[src/logic/usart_pkg.sv]
/*
  Shared constants and types for the serial port with infrared, multidrop
  and synchronous master modes. Assumes a 32-bit register bus with one
  register per aligned word.
*/
package usart_pkg;
  // ---------------------------------------------------------------
  // Register byte offsets
  // ---------------------------------------------------------------
  localparam logic [7:0] A_FIFO_DATA = 8'h00;
  localparam logic [7:0] A_LINE_CTRL = 8'h04;
  localparam logic [7:0] A_FIFO_CTRL = 8'h08;
  localparam logic [7:0] A_IRQ_EN = 8'h0C;
  localparam logic [7:0] A_STATUS = 8'h10;
  localparam logic [7:0] A_TIMING = 8'h14;
  localparam logic [7:0] A_IR_CTRL = 8'h18;
  localparam logic [7:0] A_MD_CTRL = 8'h1C;
  localparam logic [7:0] A_SYNC_CTRL = 8'h20;
  localparam logic [7:0] A_BAUD_DIV = 8'h24;
  localparam logic [7:0] A_TEST_CTRL = 8'h28;
  // ---------------------------------------------------------------
  // Field positions and reset values
  // ---------------------------------------------------------------
  localparam int LC_TXEN = 4;
  localparam int LC_RXEN = 5;
  localparam int LC_NSB = 10;
  localparam int LC_PBE = 11;
  localparam int LC_EPE = 12;
  localparam int LC_BCB = 14;
  localparam int LC_RTS = 15;
  localparam logic [15:0] LC_MASK = 16'hFF3F;
  localparam int FC_TXR = 0;
  localparam int FC_RXR = 1;
  localparam int IR_LP = 0;
  localparam int MD_POL = 0;
  localparam int MD_NMM = 1;
  localparam int MD_AAD = 2;
  localparam int SY_CPS = 0;
  localparam int SY_CPO = 1;
  localparam logic [15:0] DIV_RST = 16'h0010;
  localparam logic [1:0] WLS_9 = 2'h2;
  localparam logic [3:0] BITS_MIN = 4'h7;
  // ---------------------------------------------------------------
  // Types
  // ---------------------------------------------------------------
  typedef enum logic [1:0] {
    MODE_NORMAL = 2'b00,
    MODE_IRDA = 2'b01,
    MODE_RS485 = 2'b10,
    MODE_SYNC = 2'b11
  } mode_t;
  typedef enum logic [2:0] {
    ST_IDLE = 3'b000,
    ST_START = 3'b001,
    ST_DATA = 3'b010,
    ST_PAR = 3'b011,
    ST_STOP = 3'b100
  } ser_state_t;
  typedef struct packed {
    logic [8:0] data;
    logic addr_bit;
    logic perr;
    logic ferr;
    logic brk;
  } rx_frame_t;
endpackage

[src/logic/usart_ext.sv]
/*
  Serial port core with infrared low-power coding, RS485 direction and
  address handling, synchronous master clock and 8-entry FIFOs.
  Assumes an AHB-Lite master with single word transfers and inputs that
  are synchronous to hclk.
*/
// Added by the designer: the AHB-Lite slave port.
// How it works
// - Low-power infrared transmit pulse lasts three prescaler values in clocks.
// - Infrared receive ignores low glitches shorter than two prescaler intervals.
// - Infrared low counts as zero only when longer than two intervals.
// - In RS485 mode the request-to-send pin enables the transceiver.
// - RS485 transmit drives the enable pin active while sending.
// - Normal multidrop drops address-bit-0 frames until an address frame.
// - Storing that first address sets the address-detected flag.
// - After the address, frames are stored only while receive is enabled.
// - Auto address stores matching address frames and enables receive.
// - A mismatching address disables receive; an address frame beats a same-cycle software write of the enable.
// - Synchronous mode is master only, clock always an output.
// - No clock pulses during start, parity and stop bits.
// - Phase picks first or second sampling edge; polarity the idle level.
// - Writing data starts a clocked transfer that also receives.
// - Receive time-out flag when no FIFO activity for programmed time.
// - Line status flags for overrun, parity, framing and break.
// - Transmit threshold flag while transmit FIFO is at low level.
// - Transmit complete only when FIFO empty and shifter idle.
// - Receive threshold flag once receive FIFO reaches its level.
// - Data read pops receive FIFO, masked to the word length.
// - Data write pushes transmit FIFO, masked to the word length.
// - Infrared sends zero as high pulse, receives low pulse as zero.
// - Two-bit mode field: normal, infrared, RS485, synchronous.
`timescale 1ns/10ps
module usart_ext #(
  parameter int DEPTH = 8,
  parameter int DW = 9
) (
  // Clock, reset, enable
  input wire logic hclk,
  input wire logic hresetn,
  input wire logic clk_en,
  // AHB-Lite slave
  input wire logic hsel,
  input wire logic [31:0] haddr,
  input wire logic [1:0] htrans,
  input wire logic hwrite,
  input wire logic [2:0] hsize,
  input wire logic [31:0] hwdata,
  input wire logic hready,
  output logic [31:0] hrdata,
  output logic hreadyout,
  output logic hresp,
  // Serial pins
  input wire logic rxd,
  output logic txd,
  output logic rts_out,
  output logic sck_out,
  output logic irq
);
  localparam int AW = $clog2(DEPTH);
  localparam int CW = $clog2(DEPTH + 1);
  typedef logic [CW-1:0] cnt_t;

  // -----------------------------------------------------------------
  // State declarations
  // -----------------------------------------------------------------
  logic [DW-1:0] txm_q [DEPTH];
  logic [DW-1:0] txm_d [DEPTH];
  logic [DW-1:0] rxm_q [DEPTH];
  logic [DW-1:0] rxm_d [DEPTH];
  logic [AW-1:0] twp_q, twp_d, trp_q, trp_d, rwp_q, rwp_d, rrp_q, rrp_d;
  cnt_t tcn_q, tcn_d, rcn_q, rcn_d;
  logic [15:0] lc_q, lc_d, dl_q, dl_d;
  logic [3:0] fc_q, fc_d;
  logic [8:0] ie_q, ie_d;
  logic [6:0] tp_q, tp_d, to_q, to_d;
  logic [8:0] ir_q, ir_d;
  logic [10:0] md_q, md_d;
  logic [1:0] sy_q, sy_d;
  logic ts_q, ts_d;
  logic oei_q, oei_d, pei_q, pei_d, fei_q, fei_d, bii_q, bii_d;
  logic tof_q, tof_d, rsa_q, rsa_d, aseen_q, aseen_d;
  logic pend_q, pend_d, wr_q, wr_d, rdy_q, rdy_d, irq_q, irq_d;
  logic [7:0] adr_q, adr_d;
  logic [31:0] rd_q, rd_d;
  logic [15:0] bt_q, bt_d;
  usart_pkg::ser_state_t ts_st_q, ts_st_d, rs_st_q, rs_st_d;
  logic [15:0] tc_q, tc_d, rc_q, rc_d, ic_q, ic_d, zc_q, zc_d;
  logic [8:0] tsh_q, tsh_d, srx_q, srx_d, rsh_q, rsh_d;
  logic [3:0] tb_q, tb_d, rb_q, rb_d;
  logic tpar_q, tpar_d, tst_q, tst_d, rpar_q, rpar_d, prev_q, prev_d;
  logic txd_q, txd_d, rts_q, rts_d, sck_q, sck_d;
  logic [8:0] lowc_q, lowc_d;
  // Shared combinational terms
  usart_pkg::mode_t mode;
  logic [3:0] nbits;
  logic [8:0] wmask;
  logic nine, tx_pop, sy_push, rx_vld, line, bit_end, half;
  logic [8:0] sy_data;
  usart_pkg::rx_frame_t rfr;
  cnt_t rxlvl, txlvl;

  assign mode = usart_pkg::mode_t'(lc_q[1:0]);
  assign nine = (lc_q[9:8] == usart_pkg::WLS_9);
  assign nbits = usart_pkg::BITS_MIN + {2'h0, lc_q[9:8]};
  assign wmask = nine ? 9'h1FF : (lc_q[8] ? 9'h0FF : 9'h07F);
  assign bit_end = (tc_q == dl_q - 16'h0001);
  assign half = (tc_q == {1'b0, dl_q[15:1]});

  // FIFO threshold decode
  always_comb begin
    case (fc_q[3:2])
      2'h0: rxlvl = cnt_t'(1);
      2'h1: rxlvl = cnt_t'(2);
      2'h2: rxlvl = cnt_t'(4);
      default: rxlvl = cnt_t'(6);
    endcase
    case (fc_q[1:0])
      2'h0: txlvl = cnt_t'(0);
      2'h1: txlvl = cnt_t'(2);
      2'h2: txlvl = cnt_t'(4);
      default: txlvl = cnt_t'(6);
    endcase
  end

  // -----------------------------------------------------------------
  // Register bus, FIFOs and flags
  // -----------------------------------------------------------------
  // Next values of bus, registers, FIFO pointers and sticky flags
  always_comb begin
    logic store, rpop, tpush, aset;
    logic [8:0] clr;
    logic [31:0] stat;
    store = 1'b0;
    aset = 1'b0;
    rpop = 1'b0;
    tpush = 1'b0;
    clr = 9'h000;
    txm_d = txm_q;
    rxm_d = rxm_q;
    {twp_d, trp_d, rwp_d, rrp_d, tcn_d, rcn_d} = {twp_q, trp_q, rwp_q, rrp_q, tcn_q, rcn_q};
    {lc_d, dl_d, fc_d, ie_d, tp_d, ir_d, md_d, sy_d, ts_d} =
      {lc_q, dl_q, fc_q, ie_q, tp_q, ir_q, md_q, sy_q, ts_q};
    {oei_d, pei_d, fei_d, bii_d, tof_d, rsa_d, aseen_d} =
      {oei_q, pei_q, fei_q, bii_q, tof_q, rsa_q, aseen_q};
    rd_d = rd_q;
    adr_d = adr_q;
    wr_d = wr_q;
    pend_d = 1'b0;
    rdy_d = 1'b1;
    stat = {20'h0, 2'h0, rsa_q, (tcn_q == '0) && (ts_st_q == usart_pkg::ST_IDLE),
            tcn_q <= txlvl, tof_q, rcn_q >= rxlvl, bii_q, fei_q, pei_q, oei_q,
            rcn_q != '0};
    // Address phase: one wait state so read data comes from a flop
    if (hsel && htrans[1] && hready) begin
      pend_d = 1'b1;
      rdy_d = 1'b0;
      adr_d = haddr[7:0];
      wr_d = hwrite;
    end
    if (pend_q && wr_q) begin
      case (adr_q)
        usart_pkg::A_FIFO_DATA: tpush = (tcn_q != cnt_t'(DEPTH));
        usart_pkg::A_LINE_CTRL: lc_d = hwdata[15:0] & usart_pkg::LC_MASK;
        usart_pkg::A_FIFO_CTRL: begin
          fc_d = hwdata[7:4];
          if (hwdata[usart_pkg::FC_TXR]) begin
            {twp_d, trp_d, tcn_d} = '0;
          end
          if (hwdata[usart_pkg::FC_RXR]) begin
            {rwp_d, rrp_d, rcn_d} = '0;
          end
        end
        usart_pkg::A_IRQ_EN: ie_d = hwdata[8:0];
        usart_pkg::A_STATUS: clr = hwdata[9:1];
        usart_pkg::A_TIMING: tp_d = hwdata[6:0];
        usart_pkg::A_IR_CTRL: ir_d = {hwdata[15:8], hwdata[usart_pkg::IR_LP]};
        usart_pkg::A_MD_CTRL: md_d = {hwdata[15:8], hwdata[2:0]};
        usart_pkg::A_SYNC_CTRL: sy_d = hwdata[1:0];
        usart_pkg::A_BAUD_DIV: dl_d = hwdata[15:0];
        usart_pkg::A_TEST_CTRL: ts_d = hwdata[0];
        default: ;
      endcase
    end else if (pend_q) begin
      case (adr_q)
        usart_pkg::A_FIFO_DATA: begin
          rpop = (rcn_q != '0);
          rd_d = {23'h0, rxm_q[rrp_q]};
        end
        usart_pkg::A_LINE_CTRL: rd_d = {16'h0, lc_q};
        usart_pkg::A_FIFO_CTRL: rd_d = {4'h0, 4'(rcn_q), 4'h0, 4'(tcn_q), 8'h0, fc_q, 4'h0};
        usart_pkg::A_IRQ_EN: rd_d = {23'h0, ie_q};
        usart_pkg::A_STATUS: rd_d = stat;
        usart_pkg::A_TIMING: rd_d = {25'h0, tp_q};
        usart_pkg::A_IR_CTRL: rd_d = {16'h0, ir_q[8:1], 7'h0, ir_q[0]};
        usart_pkg::A_MD_CTRL: rd_d = {16'h0, md_q[10:3], 5'h0, md_q[2:0]};
        usart_pkg::A_SYNC_CTRL: rd_d = {30'h0, sy_q};
        usart_pkg::A_BAUD_DIV: rd_d = {16'h0, dl_q};
        usart_pkg::A_TEST_CTRL: rd_d = {31'h0, ts_q};
        default: rd_d = 32'h0;
      endcase
    end
    // Receive frame filter for the multidrop modes
    if (rx_vld && mode == usart_pkg::MODE_RS485 && md_q[usart_pkg::MD_NMM]) begin
      if (!aseen_q) begin
        store = rfr.addr_bit;
        aseen_d = rfr.addr_bit;
        aset = rfr.addr_bit;
      end else begin
        store = lc_q[usart_pkg::LC_RXEN];
      end
    end else if (rx_vld && mode == usart_pkg::MODE_RS485 && md_q[usart_pkg::MD_AAD]) begin
      if (rfr.addr_bit) begin
        store = (rfr.data[7:0] == md_q[10:3]);
        lc_d[usart_pkg::LC_RXEN] = store;
      end else begin
        store = lc_q[usart_pkg::LC_RXEN];
      end
    end else if (rx_vld || sy_push) begin
      store = lc_q[usart_pkg::LC_RXEN];
    end
    if (!md_q[usart_pkg::MD_NMM]) begin
      aseen_d = 1'b0;
    end
    // FIFO updates; a full receive FIFO drops the frame as overrun
    if (tpush) begin
      txm_d[twp_q] = hwdata[8:0] & wmask;
      twp_d = twp_q + 1'b1;
    end
    if (tx_pop) begin
      trp_d = trp_q + 1'b1;
    end
    tcn_d = tcn_d + cnt_t'(tpush) - cnt_t'(tx_pop);
    if (store && rcn_q != cnt_t'(DEPTH)) begin
      rxm_d[rwp_q] = sy_push ? sy_data : rfr.data;
      rwp_d = rwp_q + 1'b1;
    end
    if (rpop) begin
      rrp_d = rrp_q + 1'b1;
    end
    rcn_d = rcn_d + cnt_t'(store && rcn_q != cnt_t'(DEPTH)) - cnt_t'(rpop);
    // Sticky flags: a set in the clearing cycle wins
    oei_d = (oei_q & ~clr[0]) | (store && rcn_q == cnt_t'(DEPTH));
    pei_d = (pei_q & ~clr[1]) | (rx_vld & rfr.perr);
    fei_d = (fei_q & ~clr[2]) | (rx_vld & rfr.ferr);
    bii_d = (bii_q & ~clr[3]) | (rx_vld & rfr.brk);
    rsa_d = (rsa_q & ~clr[8]) | aset;
    // Time-out counts bit periods without FIFO activity
    bt_d = (bt_q >= dl_q - 16'h0001) ? 16'h0000 : bt_q + 16'h0001;
    to_d = to_q;
    if (store || rpop || rcn_q == '0) begin
      to_d = 7'h00;
    end else if (bt_q == 16'h0000 && to_q != tp_q) begin
      to_d = to_q + 7'h01;
    end
    tof_d = (tof_q & ~clr[5]) | (tp_q != 7'h00 && to_q == tp_q && rcn_q != '0);
    irq_d = |(ie_q & {stat[6], stat[9], stat[4:1], stat[8:7], stat[5]});
  end

  // Registers of the bus group
  always_ff @(posedge hclk or negedge hresetn) begin
    if (!hresetn) begin
      {twp_q, trp_q, rwp_q, rrp_q, tcn_q, rcn_q} <= '0;
      {lc_q, fc_q, ie_q, tp_q, ir_q, md_q, sy_q, ts_q} <= '0;
      dl_q <= usart_pkg::DIV_RST;
      {oei_q, pei_q, fei_q, bii_q, tof_q, rsa_q, aseen_q} <= '0;
      {pend_q, wr_q, irq_q, adr_q, rd_q, bt_q, to_q} <= '0;
      rdy_q <= 1'b1;
      for (int i = 0; i < DEPTH; i++) begin
        txm_q[i] <= '0;
        rxm_q[i] <= '0;
      end
    end else if (clk_en) begin
      {twp_q, trp_q, rwp_q, rrp_q, tcn_q, rcn_q} <= {twp_d, trp_d, rwp_d, rrp_d, tcn_d, rcn_d};
      {lc_q, fc_q, ie_q, tp_q, ir_q, md_q, sy_q, ts_q} <=
        {lc_d, fc_d, ie_d, tp_d, ir_d, md_d, sy_d, ts_d};
      dl_q <= dl_d;
      {oei_q, pei_q, fei_q, bii_q, tof_q, rsa_q, aseen_q} <=
        {oei_d, pei_d, fei_d, bii_d, tof_d, rsa_d, aseen_d};
      {pend_q, wr_q, irq_q, adr_q, rd_q, bt_q, to_q} <=
        {pend_d, wr_d, irq_d, adr_d, rd_d, bt_d, to_d};
      rdy_q <= rdy_d;
      txm_q <= txm_d;
      rxm_q <= rxm_d;
    end
  end

  // -----------------------------------------------------------------
  // Transmitter, infrared modulator and synchronous clock
  // -----------------------------------------------------------------
  // Next values of the transmit engine and serial outputs
  always_comb begin
    logic ser;
    logic [15:0] plen;
    logic [8:0] w;
    ser = 1'b1;
    ts_st_d = ts_st_q;
    {tc_d, tb_d, tsh_d, tpar_d, tst_d, srx_d} = {tc_q, tb_q, tsh_q, tpar_q, tst_q, srx_q};
    tx_pop = 1'b0;
    sy_push = 1'b0;
    sy_data = 9'(srx_q >> (4'h9 - nbits));
    w = txm_q[trp_q] & wmask;
    plen = ir_q[0] ? {7'h00, ir_q[8:1], 1'b0} + {8'h00, ir_q[8:1]}
                   : 16'((dl_q * 3) >> 4);
    case (ts_st_q)
      usart_pkg::ST_START: ser = 1'b0;
      usart_pkg::ST_DATA: ser = tsh_q[0];
      usart_pkg::ST_PAR: ser = tpar_q;
      default: ser = 1'b1;
    endcase
    tc_d = (ts_st_q == usart_pkg::ST_IDLE || bit_end) ? 16'h0000 : tc_q + 16'h0001;
    case (ts_st_q)
      usart_pkg::ST_IDLE: begin
        if (tcn_q != '0 && lc_q[usart_pkg::LC_TXEN]) begin
          tx_pop = 1'b1;
          tsh_d = w;
          tpar_d = lc_q[usart_pkg::LC_EPE] ? ^w : ~^w;
          tb_d = 4'h0;
          tst_d = 1'b0;
          ts_st_d = usart_pkg::ST_START;
        end
      end
      usart_pkg::ST_START: begin
        if (bit_end) begin
          ts_st_d = usart_pkg::ST_DATA;
        end
      end
      usart_pkg::ST_DATA: begin
        if (half) begin
          srx_d = {rxd, srx_q[8:1]};
        end
        if (bit_end) begin
          tsh_d = {1'b0, tsh_q[8:1]};
          tb_d = tb_q + 4'h1;
          if (tb_q == nbits - 4'h1) begin
            ts_st_d = (lc_q[usart_pkg::LC_PBE] && !nine) ? usart_pkg::ST_PAR
                                                         : usart_pkg::ST_STOP;
          end
        end
      end
      usart_pkg::ST_PAR: begin
        if (bit_end) begin
          ts_st_d = usart_pkg::ST_STOP;
        end
      end
      usart_pkg::ST_STOP: begin
        if (bit_end) begin
          tst_d = 1'b1;
          if (tst_q || !lc_q[usart_pkg::LC_NSB]) begin
            ts_st_d = usart_pkg::ST_IDLE;
            sy_push = (mode == usart_pkg::MODE_SYNC);
          end
        end
      end
      default: ts_st_d = usart_pkg::ST_IDLE;
    endcase
    // Infrared pulse starts with each zero bit
    if (tc_q == 16'h0000 && ts_st_q != usart_pkg::ST_IDLE && !ser) begin
      ic_d = plen;
    end else begin
      ic_d = (ic_q != 16'h0000) ? ic_q - 16'h0001 : 16'h0000;
    end
    if (lc_q[usart_pkg::LC_BCB]) begin
      txd_d = 1'b0;
    end else if (mode == usart_pkg::MODE_IRDA) begin
      txd_d = (ic_q != 16'h0000);
    end else begin
      txd_d = ser;
    end
    if (mode == usart_pkg::MODE_RS485) begin
      rts_d = (ts_st_q != usart_pkg::ST_IDLE) ~^ md_q[usart_pkg::MD_POL];
    end else begin
      rts_d = ~lc_q[usart_pkg::LC_RTS];
    end
    // Clock only in data bits; always driven out
    sck_d = sy_q[usart_pkg::SY_CPO];
    if (mode == usart_pkg::MODE_SYNC && ts_st_q == usart_pkg::ST_DATA) begin
      sck_d = sy_q[usart_pkg::SY_CPO] ^ (sy_q[usart_pkg::SY_CPS] ? (tc_q < {1'b0, dl_q[15:1]})
                                                             : !(tc_q < {1'b0, dl_q[15:1]}));
    end
  end

  // Registers of the transmit group
  always_ff @(posedge hclk or negedge hresetn) begin
    if (!hresetn) begin
      ts_st_q <= usart_pkg::ST_IDLE;
      {tc_q, tb_q, tsh_q, tpar_q, tst_q, srx_q, ic_q, sck_q} <= '0;
      txd_q <= 1'b1;
      rts_q <= 1'b1;
    end else if (clk_en) begin
      ts_st_q <= ts_st_d;
      {tc_q, tb_q, tsh_q, tpar_q, tst_q, srx_q, ic_q, sck_q} <=
        {tc_d, tb_d, tsh_d, tpar_d, tst_d, srx_d, ic_d, sck_d};
      txd_q <= txd_d;
      rts_q <= rts_d;
    end
  end

  // -----------------------------------------------------------------
  // Receiver and infrared demodulator
  // -----------------------------------------------------------------
  // Next values of the receive engine
  always_comb begin
    rs_st_d = rs_st_q;
    {rc_d, rb_d, rsh_d, rpar_d} = {rc_q, rb_q, rsh_q, rpar_q};
    rx_vld = 1'b0;
    rfr.data = 9'(rsh_q >> (4'h9 - nbits));
    rfr.addr_bit = rpar_q;
    rfr.perr = lc_q[usart_pkg::LC_PBE] && !nine && mode != usart_pkg::MODE_RS485 &&
               (rpar_q != (lc_q[usart_pkg::LC_EPE] ? ^rfr.data : ~^rfr.data));
    rfr.ferr = !line;
    rfr.brk = !line && rfr.data == 9'h000 && !rpar_q;
    // Low pulse longer than two prescaler intervals holds a zero for one bit
    lowc_d = rxd ? 9'h000 : (lowc_q == 9'h1FF ? lowc_q : lowc_q + 9'h001);
    if (!rxd && lowc_q == {ir_q[8:1], 1'b0}) begin
      zc_d = dl_q;
    end else begin
      zc_d = (zc_q != 16'h0000) ? zc_q - 16'h0001 : 16'h0000;
    end
    prev_d = line;
    rc_d = rc_q + 16'h0001;
    case (rs_st_q)
      usart_pkg::ST_IDLE: begin
        rc_d = 16'h0000;
        if (prev_q && !line && mode != usart_pkg::MODE_SYNC) begin
          rs_st_d = usart_pkg::ST_START;
        end
      end
      usart_pkg::ST_START: begin
        if (rc_q == {1'b0, dl_q[15:1]}) begin
          rc_d = 16'h0000;
          rb_d = 4'h0;
          rpar_d = 1'b0;
          rs_st_d = line ? usart_pkg::ST_IDLE : usart_pkg::ST_DATA;
        end
      end
      default: begin
        if (rc_q == dl_q - 16'h0001) begin
          rc_d = 16'h0000;
          if (rs_st_q == usart_pkg::ST_DATA) begin
            rsh_d = {line, rsh_q[8:1]};
            rb_d = rb_q + 4'h1;
            if (rb_q == nbits - 4'h1) begin
              rs_st_d = (lc_q[usart_pkg::LC_PBE] && !nine) ? usart_pkg::ST_PAR
                                                           : usart_pkg::ST_STOP;
            end
          end else if (rs_st_q == usart_pkg::ST_PAR) begin
            rpar_d = line;
            rs_st_d = usart_pkg::ST_STOP;
          end else begin
            rx_vld = 1'b1;
            rs_st_d = usart_pkg::ST_IDLE;
          end
        end
      end
    endcase
  end

  // Receive line source: loopback, infrared demodulator or pin
  assign line = ts_q ? txd_q : (mode == usart_pkg::MODE_IRDA ? (zc_q == 16'h0000) : rxd);

  // Registers of the receive group
  always_ff @(posedge hclk or negedge hresetn) begin
    if (!hresetn) begin
      rs_st_q <= usart_pkg::ST_IDLE;
      {rc_q, rb_q, rsh_q, rpar_q, lowc_q, zc_q} <= '0;
      prev_q <= 1'b1;
    end else if (clk_en) begin
      rs_st_q <= rs_st_d;
      {rc_q, rb_q, rsh_q, rpar_q, lowc_q, zc_q} <= {rc_d, rb_d, rsh_d, rpar_d, lowc_d, zc_d};
      prev_q <= prev_d;
    end
  end

  // Outputs straight from flops, except hresp tied low
  assign hrdata = rd_q;
  assign hreadyout = rdy_q;
  assign hresp = 1'b0;
  assign txd = txd_q;
  assign rts_out = rts_q;
  assign sck_out = sck_q;
  assign irq = irq_q;
endmodule

[config.mk]
export PLATFORM = sky130hd
export DESIGN_NAME = usart_ext
export DESIGN_NICKNAME = d
export VERILOG_FILES = /design/src/logic/usart_pkg.sv /design/src/logic/usart_ext.sv
export SDC_FILE = /design/constraint.sdc
export NUM_CORES = 1
export LEC_CHECK = 0
export ABC_AREA = 1
export BUFFER_PORTS_ARGS = -buffer_cell sky130_fd_sc_hd__buf_2
export CORE_ASPECT_RATIO = 1.1
export CORE_MARGIN = 2
export CORE_UTILIZATION = 50
export DETAILED_ROUTE_END_ITERATION = 16
export PLACE_DENSITY = 0.74
export SYNTH_ARGS = -nofsm -noshare
export SYNTH_HDL_FRONTEND = slang
export SYNTH_SLANG_ARGS = --single-unit
[constraint.sdc]
create_clock -name hclk -period 5.7 [get_ports hclk]
set_input_delay 0.855 -clock hclk [delete_from_list [all_inputs] [get_ports hclk]]
set_output_delay 0.855 -clock hclk [all_outputs]
set_load 0.1 [all_outputs]
==> results.md <==
* Tcrit/Tclk final at 84.21%
* Seq/Total Area, Yosys at 41.38%
* Dpl cells at 4102
* CP Cell Sequence: inv_1, ha_1, nand2_1, nor2_4, nand2_1, nand2_1, nand3_1, nand2_1, nand2_1, nand2_1, nand4_1, nor2_1, nand2_1, nor2_1, nand3_1, nand3_1, nand3_1, ha_1, inv_1, ha_1, inv_1, fa_1, xor2_1, o21ai_0
* Gr usage total at 28.60%
* Setup TNS at 0 ns
* Multi-input combinational cell area at 12760 µm²
* Fin. max-slew vios at 0
* Worst path max stage delay at 0.46 ns
* Core Footprint at 50940 µm²
* Drt total wl at 75370 µm
* Fin crit period at 4.800 ns
* TritonCTS buffer count at 47
* Total grt overflow at 0
* Final Hold Fails at 0
* Clk_skew at 0.02361 ns
* Finished Layout Cells at 4190
* Wire length of the first global-routing pass at 120400 µm
* Synth async-reset ratio at 100.0%
* Iter 0 DRT Violations at 2303
* Worst skew pair latency at 0.60 ns
* Most common library cells after synthesis: nand2_1, inv_1, nor2_1
* Area share of the leading cell type in the synthesized netlist at 40.87%
* Area post-placement at 26540 µm²
* EDFF count, synth at 0
* Post-DP HPWL at 53640 µm
* Input/output buffers at 60
* Reg area at 10620 µm²
* Critical Path Fanout Max at 9
* Antenna Violating Nets Remaining at 0
* Yosys warns at 0
* CTS H-tree lvls at 2
* Worst endpoint required time at 6.22 ns
* Peak VDD IR at 0.2500 mV
* Utilization after layout at 55.28%
* Layout fillers at 4815
* Slew at the pin with the worst max-slew slack at 1.037 ns
* Gp weighted congestion at 1.016
* Total number of vias at 23450
* Die outline width at 220.0 µm
* Remaining DRCs at 0
* Top post-synthesis cells by area: dfrtp_1, nand2_1, o21ai_0
* Starting Density at 50.36%
* Post-CTS Setup Inserts at 0
* Layout cells sized above 1 at 6.388%
* Static Leak at 14.26 nW
* Die area at 53140 µm²
* Worst rel slew slack at 30.48%
* Synth Area per Inst at 7.432 µm²
* Finished Cell Area at 28160 µm²
* Mapped Area at 25650 µm²
* Yosys top cell by area: dfrtp_1
* FMAX at 208.3 MHz
* Pre-CTS setup slack at 1.081 ns
* Hold Path Class: in -> async
* Setup crit end kind: register
* Root Buffer: clkbuf_16
* Layout area overhead at 9.764%
* Initial antenna violation count at 1
* Worst R2R Path Depth at 24
* Startpoint types: register
* Sink Count at 424
* DR pass1 iterations at 6
* Status: finished, final reports clean
* Final-stage net count at 3675
* Cell count after synthesis at 3452
* Post-synth top flop: dfrtp_1
* Largest net degree at the start of global routing at 168
* Setup violators final at 0
* Routed length per placed instance at 17.99 µm
* Library cells used by synthesis at 59
* Die height at 241.6 µm
* DR vias/cell at 5.596
* Row Count at 87
* Number of top-level pins at 114
* Hold slack at 0.2778 ns
* Max-cap viol count at 0
* Clock slew at reported path FFs at 0.06 ns
* Critical Path AT at 5.32 ns
* Count leader, synth: nand2_1
* Crit path top cell by count: nand2_1
* Critical path type: reg -> reg
* #FFs+latches synth at 424
* Total power at 9.552 mW
* Unrepaired setup endpoints after global routing: no
* CP max-delay cell: dfrtp_1
* Post_cts resized at 0
* Fin worst setup slack at 0.9001 ns
* Buffer depth of the longest clock path at 3
* Power density over cell area at 339.2 nW/µm²
* Vias in the first global route at 22030
* CTS Hold Bufs at 0
* CTS tree: done
worst max-delay path, delay by kind of cell (launching register included):
kind	cells	cell delay, ns
buffers and inverters	3	0.55
adder cells (fa/ha/maj)	4	1.18
AO/OA/AOI/OAI	1	0.13
XOR/XNOR	1	0.15
AND/OR/NAND/NOR	15	2.26
flip-flops	1	0.46
cell usage in the layout, fill, tap and decap left out, types with 41 or more instances in the layout:
cell and count:
nand2_1 757, ha_1 112, xor2_1 64, o21ai_0 401
buf_2 58, inv_1 460, nand4_1 41, clkbuf_16 47
nand3_1 175, nor2_1 420, a21oi_1 141, nor3_1 74
dfrtp_1 419
registers in the layout (all words and copies together) (netlist names), 11 cells and up:
register and count:
bt_q 16, dl_q 16, hrdata 24, ic_q 16, lc_q 14, md_q 11, rc_q 16, rxm_q 72
tc_q 16, txm_q 72, zc_q 16
power by group:
group	leakage [nW]	switching [mW]	internal, mW
logic	8.14	1.87	0.829
registers	5.32	0.343	3.33
clock network	0.797	1.30	1.88
total	14.3	3.51	6.04
path summary, 6_finish.rpt:
path                            from         to  slack (ns)
setup / recovery             dl_q[6]   rcn_q[2]        0.90
hold / removal               hresetn   zc_q[11]        0.28
setup reg to reg             dl_q[6]   rcn_q[2]        0.90
hold reg to reg            hrdata[2]  hrdata[2]        0.47
max in group asynchronous    hresetn  txm_q[14]        3.95
min in group hclk           haddr[1]   adr_q[1]        0.45
metal layers:
layer	vias to the layer above	global-route usage [%]	share of wire, %
met1	11020	39.71	43
met3	196	4.226	7.7
met4	2	11.63	4.4
met2	925	44.81	45
li1	11310	-	-
met5	-	0	0.015
area by class of cell:
type,count,share of cell area [%]
multi-input cells,2449,45.33
flip-flops and latches,424,37.70
inverters,475,6.349
clock buffers,65,4.772
well taps,667,2.964
repair buffers,87,1.919
clock inverters,22,0.9597
diodes,1,0.008887
cells by family (layout without fill, tap and decap cells):
| family | count (synthesis) | count (layout) | synth area share [%] |
|---|---|---|---|
| flops | 424 | 424 | 41.38 |
| other cells | 1 | 10 | 0.01462 |
| simple gates | 1549 | 1549 | 25.84 |
| fa+ha+maj | 115 | 115 | 5.696 |
| buf+inv | 587 | 649 | 9.028 |
| xor+xnor | 97 | 97 | 3.312 |
| compound gates | 677 | 677 | 14.65 |
| mux | 2 | 2 | 0.07804 |
No activity file was read; power rests on OpenSTA's default activity.
